<file path="src/pkg/dets_pkg.sv">
// Purpose: Shared constants and types for the EDO timing / parity config block
// Assumes: 8-bit register port, one 200 MHz clock, T = one clock
// Notes:   Reset values are all zero
`default_nettype none
package dets_pkg;
  // ----------------------------------------
  // Register offsets
  // ----------------------------------------
  localparam logic [7:0] DETS_OFF_AUX_CONFIG  = 8'h70;
  localparam logic [7:0] DETS_OFF_STATUS      = 8'h71;
  localparam logic [7:0] DETS_OFF_EDO_TIMING  = 8'h7c;
  localparam logic [7:0] DETS_OFF_PAR_DISABLE = 8'h7d;
  localparam logic [7:0] DETS_OFF_BANK_TYPE   = 8'h7e;
  // ----------------------------------------
  // Reset values
  // ----------------------------------------
  localparam logic [7:0] DETS_RST_AUX_CONFIG  = 8'h00;
  localparam logic [7:0] DETS_RST_EDO_TIMING  = 8'h00;
  localparam logic [7:0] DETS_RST_PAR_DISABLE = 8'h00;
  localparam logic [7:0] DETS_RST_BANK_TYPE   = 8'h00;
  // ----------------------------------------
  // Strobe timing control fields
  // ----------------------------------------
  localparam int DETS_B_POP_ALIGN   = 7;
  localparam int DETS_B_WR_WIDTH_EN = 6;
  localparam int DETS_B_LATCH_SYNC  = 5;
  localparam int DETS_B_WR_WIDTH    = 4;
  localparam int DETS_B_LATCH_HIGH  = 3;
  localparam int DETS_B_SRAM_WR4    = 2;
  localparam int DETS_B_RD_WIDTH    = 1;
  localparam int DETS_B_PRECHARGE   = 0;
  // ----------------------------------------
  // Aux config fields
  // ----------------------------------------
  localparam int DETS_B_PAR_GLOBAL_OFF = 0;
  localparam int DETS_B_PAR_BANK_EN    = 1;
  localparam int DETS_LSB_LATCH_TIME   = 2;
  localparam int DETS_LSB_SRAM_FIRST   = 4;
  localparam logic [1:0] DETS_SRAM_FIRST_3T = 2'h2;
  // ----------------------------------------
  // Timing counts in clocks
  // ----------------------------------------
  localparam logic [1:0] DETS_ONE_T   = 2'h1;
  localparam logic [1:0] DETS_TWO_T   = 2'h2;
  localparam logic [1:0] DETS_FP_CAS  = 2'h2;
  localparam logic [1:0] DETS_FP_PRE  = 2'h2;
  // ----------------------------------------
  // Types
  // ----------------------------------------
  typedef enum logic [1:0] {DETS_IDLE, DETS_CAS, DETS_PRE} dets_state_t;
  typedef struct packed {
    logic       write;
    logic [2:0] bank;
    logic [1:0] beats;
  } dets_req_t;
endpackage
`default_nettype wire

</file>
<file path="src/verilog/dets_cfg.sv">
// Purpose: EDO column strobe timing, latch/pop placement and bank parity config
// Assumes: Requests only taken while idle; inputs synchronous to i_clock
// Notes:   One column access sequencer drives the strobes from the settings
//
// The implementer's own choice: the strobed register port.
`default_nettype none
module dets_cfg
  import dets_pkg::*;
(
  // Clock and reset
  input  wire logic       i_clock,
  input  wire logic       i_rst,
  // Register port
  input  wire logic [7:0] i_addr,
  input  wire logic [7:0] i_wdata,
  input  wire logic       i_wr,
  input  wire logic       i_rd,
  output logic      [7:0] o_rdata,
  // Access request
  input  wire logic       i_req,
  input  wire dets_req_t  i_req_info,
  output logic            o_busy,
  output logic            o_done,
  // Memory strobes
  output logic            o_col_strobe_n,
  output logic            o_data_buffer_pop_strobe,
  output logic            o_memory_data_latch_enable,
  // Parity
  input  wire logic       i_parity_fail,
  output logic      [7:0] o_bank_parity_enable,
  output logic            o_parity_error,
  // Cache timing
  output logic            o_sram_write_first_4t
);

  // ----------------------------------------
  // Registers
  // ----------------------------------------
  logic [7:0]  edo_strobe_timing_control_reg;
  logic [7:0]  bank_parity_disable_reg;
  logic [7:0]  bank_dram_type_select_reg;
  logic [7:0]  aux_config_reg;
  logic [7:0]  rdata_reg;

  // ----------------------------------------
  // Sequencer state
  // ----------------------------------------
  dets_state_t state_reg;
  dets_req_t   req_reg;
  logic        edo_reg;
  logic [1:0]  cnt_reg;
  logic [1:0]  phase_reg;
  logic        pop_reg;
  logic        latch_reg;
  logic        done_reg;

  // ----------------------------------------
  // Parity state
  // ----------------------------------------
  logic [7:0]  par_en_reg;
  logic        par_err_reg;

  // ----------------------------------------
  // Register writes
  // ----------------------------------------
  // Aux holds the outside settings that these bits refer to
  // Status is read-only: a write to it falls into the default arm
  always_ff @(posedge i_clock) begin
    if (i_rst) begin
      edo_strobe_timing_control_reg <= DETS_RST_EDO_TIMING;
      bank_parity_disable_reg       <= DETS_RST_PAR_DISABLE;
      bank_dram_type_select_reg     <= DETS_RST_BANK_TYPE;
      aux_config_reg                <= DETS_RST_AUX_CONFIG;
    end else if (i_wr) begin
      unique case (i_addr)
        DETS_OFF_EDO_TIMING:  edo_strobe_timing_control_reg <= i_wdata;
        DETS_OFF_PAR_DISABLE: bank_parity_disable_reg       <= i_wdata;
        DETS_OFF_BANK_TYPE:   bank_dram_type_select_reg     <= i_wdata;
        DETS_OFF_AUX_CONFIG:  aux_config_reg                <= i_wdata;
        default: ;
      endcase
    end
  end

  // ----------------------------------------
  // Read port
  // ----------------------------------------
  // Read data stands one cycle only; unmapped offsets read as zero
  logic [7:0] status_val;
  assign status_val = {5'h00, edo_reg, req_reg.write, state_reg != DETS_IDLE};

  always_ff @(posedge i_clock) begin
    if (i_rst) begin
      rdata_reg <= 8'h00;
    end else if (i_rd) begin
      unique case (i_addr)
        DETS_OFF_EDO_TIMING:  rdata_reg <= edo_strobe_timing_control_reg;
        DETS_OFF_PAR_DISABLE: rdata_reg <= bank_parity_disable_reg;
        DETS_OFF_BANK_TYPE:   rdata_reg <= bank_dram_type_select_reg;
        DETS_OFF_AUX_CONFIG:  rdata_reg <= aux_config_reg;
        DETS_OFF_STATUS:      rdata_reg <= status_val;
        default:              rdata_reg <= 8'h00;
      endcase
    end else begin
      rdata_reg <= 8'h00;
    end
  end

  // ----------------------------------------
  // Timing selection
  // ----------------------------------------
  logic       start;
  logic       req_edo;
  logic [1:0] cas_len;
  logic [1:0] pre_len;
  logic [1:0] lat_delay;
  logic [1:0] cfg_latch_time;
  logic       wr_2t;

  // A request while busy is dropped; the caller waits for o_done
  assign start          = i_req && (state_reg == DETS_IDLE);
  assign req_edo        = bank_dram_type_select_reg[i_req_info.bank];
  assign cfg_latch_time = aux_config_reg[DETS_LSB_LATCH_TIME +: 2];
  assign wr_2t          = edo_strobe_timing_control_reg[DETS_B_WR_WIDTH_EN]
                        & edo_strobe_timing_control_reg[DETS_B_WR_WIDTH];

  // Width and precharge come from the bank type frozen at request,
  // so a type change during an access cannot split one column
  always_comb begin
    if (!edo_reg) begin
      cas_len = DETS_FP_CAS;
      pre_len = DETS_FP_PRE;
    end else begin
      if (req_reg.write) begin
        cas_len = wr_2t ? DETS_TWO_T : DETS_ONE_T;
      end else begin
        cas_len = edo_strobe_timing_control_reg[DETS_B_RD_WIDTH] ? DETS_ONE_T : DETS_TWO_T;
      end
      pre_len = edo_strobe_timing_control_reg[DETS_B_PRECHARGE] ? DETS_ONE_T : DETS_TWO_T;
    end
  end

  // Latch placement uses the request fields at start, the latched ones later
  logic lat_write;
  logic lat_edo;
  assign lat_write = start ? i_req_info.write : req_reg.write;
  assign lat_edo   = start ? req_edo : edo_reg;
  assign lat_delay = (lat_edo && lat_write && edo_strobe_timing_control_reg[DETS_B_LATCH_SYNC])
                   ? 2'h0 : cfg_latch_time;

  // ----------------------------------------
  // Column access sequencer
  // ----------------------------------------
  // A column starts on a taken request or after a precharge with beats left
  logic cas_start;
  assign cas_start = start || (state_reg == DETS_PRE && cnt_reg == DETS_ONE_T && req_reg.beats != 2'h0);

  always_ff @(posedge i_clock) begin
    if (i_rst) begin
      state_reg <= DETS_IDLE;
      req_reg   <= '0;
      edo_reg   <= 1'b0;
      cnt_reg   <= 2'h0;
      done_reg  <= 1'b0;
    end else begin
      done_reg <= 1'b0;
      unique case (state_reg)
        DETS_IDLE: begin
          if (start) begin
            req_reg   <= i_req_info;
            edo_reg   <= req_edo;
            state_reg <= DETS_CAS;
            cnt_reg   <= 2'h0;
          end
        end
        DETS_CAS: begin
          // Count was loaded late, so compare the count plus entry cycle against the length
          if (cnt_reg + 2'h1 >= cas_len) begin
            state_reg <= DETS_PRE;
            cnt_reg   <= pre_len;
          end else begin
            cnt_reg <= cnt_reg + 2'h1;
          end
        end
        DETS_PRE: begin
          // Precharge also follows the last column, keeping the spacing to the next request
          if (cnt_reg == DETS_ONE_T) begin
            if (req_reg.beats != 2'h0) begin
              req_reg.beats <= req_reg.beats - 2'h1;
              state_reg     <= DETS_CAS;
              cnt_reg       <= 2'h0;
            end else begin
              state_reg <= DETS_IDLE;
              done_reg  <= 1'b1;
            end
          end else begin
            cnt_reg <= cnt_reg - 2'h1;
          end
        end
        default: state_reg <= DETS_IDLE;
      endcase
    end
  end

  // ----------------------------------------
  // Pop and latch strobes
  // ----------------------------------------
  // Phase counts clocks from column start and saturates at three
  always_ff @(posedge i_clock) begin
    if (i_rst) begin
      phase_reg <= 2'h0;
    end else if (cas_start) begin
      phase_reg <= 2'h0;
    end else if (state_reg != DETS_IDLE && phase_reg != 2'h3) begin
      phase_reg <= phase_reg + 2'h1;
    end
  end

  // Pop is registered off the same edge as the strobe state, so the aligned
  // setting uses the start term and the trailing one the first column cycle
  always_ff @(posedge i_clock) begin
    if (i_rst) begin
      pop_reg <= 1'b0;
    end else if (edo_strobe_timing_control_reg[DETS_B_POP_ALIGN]) begin
      pop_reg <= cas_start;
    end else begin
      pop_reg <= state_reg == DETS_CAS && phase_reg == 2'h0;
    end
  end

  // A latch delay longer than the access is simply not issued
  // The test setting wins over every timing choice
  always_ff @(posedge i_clock) begin
    if (i_rst) begin
      latch_reg <= 1'b0;
    end else if (edo_strobe_timing_control_reg[DETS_B_LATCH_HIGH]) begin
      latch_reg <= 1'b1;
    end else if (cas_start) begin
      latch_reg <= lat_delay == 2'h0;
    end else begin
      latch_reg <= state_reg != DETS_IDLE && lat_delay != 2'h0
                 && phase_reg + 2'h1 == lat_delay;
    end
  end

  // ----------------------------------------
  // Parity checking
  // ----------------------------------------
  // Global check, per-bank mask, or none, from the two aux bits
  // The mask is registered: a new setting applies one clock after the write
  logic [7:0] par_en_next;
  always_comb begin
    if (!aux_config_reg[DETS_B_PAR_GLOBAL_OFF]) begin
      par_en_next = 8'hff;
    end else if (aux_config_reg[DETS_B_PAR_BANK_EN]) begin
      par_en_next = ~bank_parity_disable_reg;
    end else begin
      par_en_next = 8'h00;
    end
  end

  always_ff @(posedge i_clock) begin
    if (i_rst) begin
      par_en_reg  <= 8'h00;
      par_err_reg <= 1'b0;
    end else begin
      par_en_reg  <= par_en_next;
      // The error uses the same registered mask that the enable port shows
      par_err_reg <= i_parity_fail && state_reg != DETS_IDLE
                   && par_en_reg[req_reg.bank];
    end
  end

  // ----------------------------------------
  // Outputs
  // ----------------------------------------
  // Strobe follows the state register directly; pop and latch are flops
  assign o_rdata                    = rdata_reg;
  assign o_busy                     = state_reg != DETS_IDLE;
  assign o_done                     = done_reg;
  assign o_col_strobe_n             = state_reg != DETS_CAS;
  assign o_data_buffer_pop_strobe   = pop_reg;
  assign o_memory_data_latch_enable = latch_reg;
  assign o_bank_parity_enable       = par_en_reg;
  assign o_parity_error             = par_err_reg;
  // The cache sequencer outside reads this level; it is not timed here
  assign o_sram_write_first_4t      = edo_strobe_timing_control_reg[DETS_B_SRAM_WR4]
                                    && aux_config_reg[DETS_LSB_SRAM_FIRST +: 2] == DETS_SRAM_FIRST_3T;

endmodule
`default_nettype wire
</file>
<file path="config.mk">
export PLATFORM = sky130hd
export DESIGN_NAME = dets_cfg
export DESIGN_NICKNAME = d
export VERILOG_FILES = /design/src/pkg/dets_pkg.sv /design/src/verilog/dets_cfg.sv
export SDC_FILE = /design/constraint.sdc
export NUM_CORES = 1
export LEC_CHECK = 0
export ABC_AREA = 1
export ABC_CLOCK_PERIOD_IN_PS = 2900
export BUFFER_PORTS_ARGS = -buffer_cell sky130_fd_sc_hd__buf_2
export CELL_PAD_IN_SITES_DETAIL_PLACEMENT = 1
export CELL_PAD_IN_SITES_GLOBAL_PLACEMENT = 1
export CORE_ASPECT_RATIO = 0.5
export CORE_MARGIN = 4
export CORE_UTILIZATION = 35
export DETAILED_ROUTE_END_ITERATION = 6
export PLACE_DENSITY = 0.67
export SLEW_MARGIN = 20
export SYNTH_ARGS = -nofsm -noshare
export SYNTH_HDL_FRONTEND = slang
export SYNTH_SLANG_ARGS = --single-unit
</file>
<file path="constraint.sdc">
create_clock -name i_clock -period 2.9 [get_ports i_clock]
set_input_delay 0.58 -clock i_clock [delete_from_list [all_inputs] [get_ports i_clock]]
set_output_delay 0.58 -clock i_clock [all_outputs]
set_load 0.01 [all_outputs]
</file>
== After elaboration in Yosys (flattened, before gate mapping) ==
Index checks and enable logic that the tools add are counted.

* Multiplexer cells: 34
* Add/sub/neg operators: 4
* Bitwise gates (word level): 5
* Reduce and logical (&&, ||, !) cells: 32
* Order comparisons: 3
* Eq/ne operators: 17

{| class="wikitable"
|+ Operators by type and width
! cell !! number
|-
| == test 8 x 7 -> 1 bit, second input constant || 5
|-
| case mux 8 bit (5 select lines) || 1
|-
| two-way mux 2 bit || 17
|-
| two-way mux 8 bit || 2
|-
| logical AND 1 bit || 12
|-
| case mux 2 bit (3 select lines) || 2
|-
| AND reduction 2 bit || 5
|-
| two-way mux 1 bit || 9
|-
| < comparator 3 x 4 -> 1 bit, second input constant || 2
|-
| NOT 8 bit || 1
|-
| nonzero test 2 bit || 4
|-
| binary-select mux 1 bit (select 3 bit) || 2
|-
| zero test 2 bit || 3
|-
| != test 2 x 1 -> 1 bit, second input constant || 3
|-
| != test 2 bit, second input constant || 3
|-
| AND reduction 3 bit || 2
|-
| adder 2 x 1 -> 2 bit, second input constant || 2
|-
| == test 2 x 1 -> 1 bit, second input constant || 2
|-
| == test 2 bit, second input constant || 2
|-
| case mux 2 bit (2 select lines) || 1
|-
| AND reduction 4 bit || 1
|-
| OR reduction 2 bit || 2
|-
| subtractor 2 x 1 -> 2 bit, second input constant || 2
|-
| != test 3 x 2 -> 1 bit, second input constant || 1
|-
| 7 further kinds || 9
|}

* Input bits: 28
* Output and inout bits: 23
* Logic and storage cells: 112
* Register bits after elaboration: 65

== Depth between registers and ports, before layout ==
* Depth in word-level cells: 11
* Mapped depth: 12
* Depth with buffers taken out: 12

== Worst setup path after synthesis ==
Ideal clock, no wire load.

* Kind: register to register
* Start: register cnt_reg[1]
* End: register cnt_reg[0]
* Stages on the path, launching flop included: 12
* Slack: 1,323 ps
* Arrival: 1,506 ps
* Required time: 2,829 ps
* Path through: dfxtp_1 > inv_1 > ha_1 > inv_1 > ha_1 > o21ai_1 > nand2_1 > o21ai_0 > nand3_1 > o21ai_0 > nand2_1 > a21oi_1

* Cells in the longest elaborated chain, start to end: 4
* Elaborated cells between the ends (all ways): 8

{| class="wikitable"
|+ Ends and longest elaborated chain
! what !! RTL line !! source
|-
| start: declaration || dets_cfg.sv:51 || <nowiki>logic [1:0] cnt_reg;</nowiki>
|-
| start signal: assignment || dets_cfg.sv:180 || <nowiki>cnt_reg <= pre_len;</nowiki>
|-
| start signal: assignment || dets_cfg.sv:182 || <nowiki>cnt_reg <= cnt_reg + 2'h1;</nowiki>
|-
| start signal: assignment || dets_cfg.sv:197 || <nowiki>cnt_reg <= cnt_reg - 2'h1;</nowiki>
|-
| adder 2 x 1 -> 2 bit || dets_cfg.sv:178 || <nowiki>if (cnt_reg + 2'h1 >= cas_len) begin</nowiki>
|-
| >= comparator 2 bit || dets_cfg.sv:178 ||
|-
| two-way mux 2 bit || dets_cfg.sv:178 ||
|-
| case mux 2 bit (3 select lines) || dets_cfg.sv:167 || <nowiki>unique case (state_reg)</nowiki>
|}

Parallel ways exist; a longest one is shown, timed or not.
A chain may end at the register's enable or synchronous reset.

== Final worst setup path ==
* Start: register state_reg[0]
* End: output port o_busy

* Cells in the longest elaborated chain, start to end: 1

{| class="wikitable"
|+ Ends and longest elaborated chain
! what !! RTL line !! source
|-
| start: declaration || dets_cfg.sv:48 || <nowiki>dets_state_t state_reg;</nowiki>
|-
| start signal: assignment || dets_cfg.sv:160 || <nowiki>state_reg <= DETS_IDLE;</nowiki>
|-
| start signal: assignment || dets_cfg.sv:172 || <nowiki>state_reg <= DETS_CAS;</nowiki>
|-
| start signal: assignment || dets_cfg.sv:179 || <nowiki>state_reg <= DETS_PRE;</nowiki>
|-
| nonzero test 2 bit || dets_cfg.sv:279 || <nowiki>assign o_busy = state_reg != DETS_IDLE;</nowiki>
|-
| end: declaration || dets_cfg.sv:22 || <nowiki>output logic o_busy,</nowiki>
|}

No other way between the ends.

==> impl_metrics.env <==
export IMPL_peakVddDrop_mv=0.286
export IMPL_wl_per_cell_um=16.5
export IMPL_vias_per_cell=5.02
export IMPL_syn_cell_area_um2=3000
export IMPL_place_area_um2=3340
export IMPL_power_density_nw_per_um2=783
export IMPL_leakagePower_uw=0.00152
export IMPL_critical_path_max_fanout=6
export IMPL_post_cts_buffers=0
export IMPL_finalPower_uw=2870
export IMPL_totalWireLength_um=9240
export IMPL_worstMarginPinSlew_ps=625
export IMPL_utilization=0.448
export IMPL_vias=2808
export IMPL_final_common_cell="dfxtp_1"
export IMPL_clk_pin_slew_ps=60
export IMPL_fmax_mhz=490
export IMPL_drc=0
export IMPL_root_buffer="clkbuf_16"
export IMPL_syn_nets=431
export IMPL_min_path_type="register to register"
export IMPL_drtIter0Drc=125
export IMPL_cts_resized=0
export IMPL_synth_edf_count=0
export IMPL_post_route_cell_area_um2=3660
export IMPL_synth_avg_cell_area_um2=7.65
export IMPL_overflow=0
export IMPL_tns_ps=0
export IMPL_drtAntennaViolNets=0
export IMPL_antenna_found_initial=0
export IMPL_grt_max_degree=38
export IMPL_slew_violations=0
export IMPL_grt_pass1_wl_um=15100
export IMPL_cts_hold_fix_buffers=0
export IMPL_globalplace_congestion=0.895
export IMPL_cp_top_family="buffers and inverters"
export IMPL_die_area_um2=10200
export IMPL_status="finished, final reports clean"
export IMPL_skew_ps=4.68
export IMPL_grt_pass1_vias=2922
export IMPL_setup_viol=0
export IMPL_cpPeakStageDelay_ps=380
export IMPL_ys_types=34
export IMPL_worstSkewPairLatency_ps=330
export IMPL_finalHoldViolCount=0
export IMPL_cts_made_buffers=9
export IMPL_io_pins=51
export IMPL_holdWs_ps=459
export IMPL_synthToLayoutAreaGrowth_pct=22.1
export IMPL_initial_core_util=0.367
export IMPL_port_buffers=50
export IMPL_die_w_um=139
export IMPL_async_reset_ff_frac=0
export IMPL_grt_use_total=0.190
export IMPL_h_tree_depth=3
export IMPL_cp_required_ps=2320
export IMPL_final_cell_mix="dfxtp_1, inv_1, buf_2"
export IMPL_startpoint_type="register"
export IMPL_cp_cell_sequence="inv_1 -> ha_1 -> inv_2 -> buf_2"
export IMPL_cts_sinks=65
export IMPL_rsz0062_at_grt="false"
export IMPL_max_slew_margin=0.582
export IMPL_maxCapViolations=0
export IMPL_drt_first_pass_iters=4
export IMPL_place_hpwl_um=7210
export IMPL_ys_seq_area_frac=0.434
export IMPL_num_rows=23
export IMPL_synth_warnings=0
export IMPL_nets=481
export IMPL_crit_arrival_ps=1460
export IMPL_cp_num_buf_inv=3
export IMPL_cts_tree="done"
export IMPL_period_share=0.704
export IMPL_crit_slowest_cell="dfxtp_1"
export IMPL_die_h_um=73.4
export IMPL_min_period_ps=2040
export IMPL_path_class="register to primary output"
export IMPL_cp_end_kind="primary output"
export IMPL_drive_gt1_frac=0.206
export IMPL_r2r_slack_ps=1020
export IMPL_core_area_um2=8170
export IMPL_syn_inst=392
export IMPL_cts_max_path_buffers=2
export IMPL_synth_flop_cell="dfxtp_1"
export IMPL_antenna_cells=0
export IMPL_ys_ff_latch=65
## logic make-up after synthesis
family,after synthesis,share of synthesized area
buffers and inverters,77,0.100
adders and majority gates,11,0.0459
xor gates and xnor gates,1,0.00292
AOI/OAI and AO/OA,124,0.233
DFF,65,0.434
and+or+nand+nor,114,0.184
## worst reg2reg max path, stage by stage, from the launching register on
cell and delay, ps:
dfxtp_1 340, inv_1 120, ha_1 360, nand2_4 160, nor2_2 170, nand3_1 120
nand3_2 100, nand2_4 70, nand2_2 50, nand2_1 60, nand2_1 70, nand3_2 70
a21oi_2 110
## worst paths after layout
check                         start                    endpoint  depth (start not counted)
setup / recovery       state_reg[0]                      o_busy                          4
hold / removal    aux_config_reg[7]           aux_config_reg[7]                          2
setup reg to reg       state_reg[0]  o_memory_data_latch_enable                         12
hold reg to reg   aux_config_reg[7]           aux_config_reg[7]                          2
## layout make-up
class / count / area [um2]
fillers: 1039 / 4510
multi-input cells: 250 / 1400
flip-flops and latches: 65 / 1300
repair buffers: 51 / 258
inverters: 65 / 244
clock buffers: 11 / 243
well taps: 112 / 140
clock inverters: 5 / 78.8
## routing by layer
| metal | share of wire | global-route usage | vias to the layer above | wire, um |
|---|---|---|---|---|
| met5 | 0 | 0 | - | 0 |
| met4 | 0.014 | 0.0575 | 0 | 132 |
| met3 | 0.046 | 0.0475 | 14 | 427 |
| met2 | 0.45 | 0.310 | 60 | 4170 |
| met1 | 0.49 | 0.252 | 1315 | 4510 |
| li1 | - | - | 1419 | - |
## power breakdown
part	switching, uW	internal (uW)	leakage, uW
registers	56.9	966	0.000529
clock network	391	774	0.000159
logic	441	236	0.000835
## synth_stat cells, drive strengths merged (2+ instances only)
cell / count / area (um2)
or2: 2 / 12.5
nand4: 4 / 40.0
o21ai: 44 / 224
a221oi: 5 / 43.8
buf: 6 / 33.8
ha: 11 / 138
nand3: 21 / 120
clkbuf: 6 / 22.5
o32ai: 2 / 17.5
a21oi: 50 / 254
dfxtp: 65 / 1300
nor2: 35 / 146
nor3: 2 / 10.0
inv: 65 / 244
o22ai: 10 / 62.6
a211oi: 8 / 60.1
a31oi: 2 / 12.5
nand2: 49 / 214
o221ai: 2 / 17.5
## stage by stage
stage / worst slack, ps / instances
6_report: 858 / 559
2_1_floorplan: 1320 / 392
4_1_cts: 830 / 559
3_3_place_gp: 1050 / 543
5_1_grt: 764 / 559
3_5_place_dp: 998 / 543
Power figures use the tool's default switching activity.
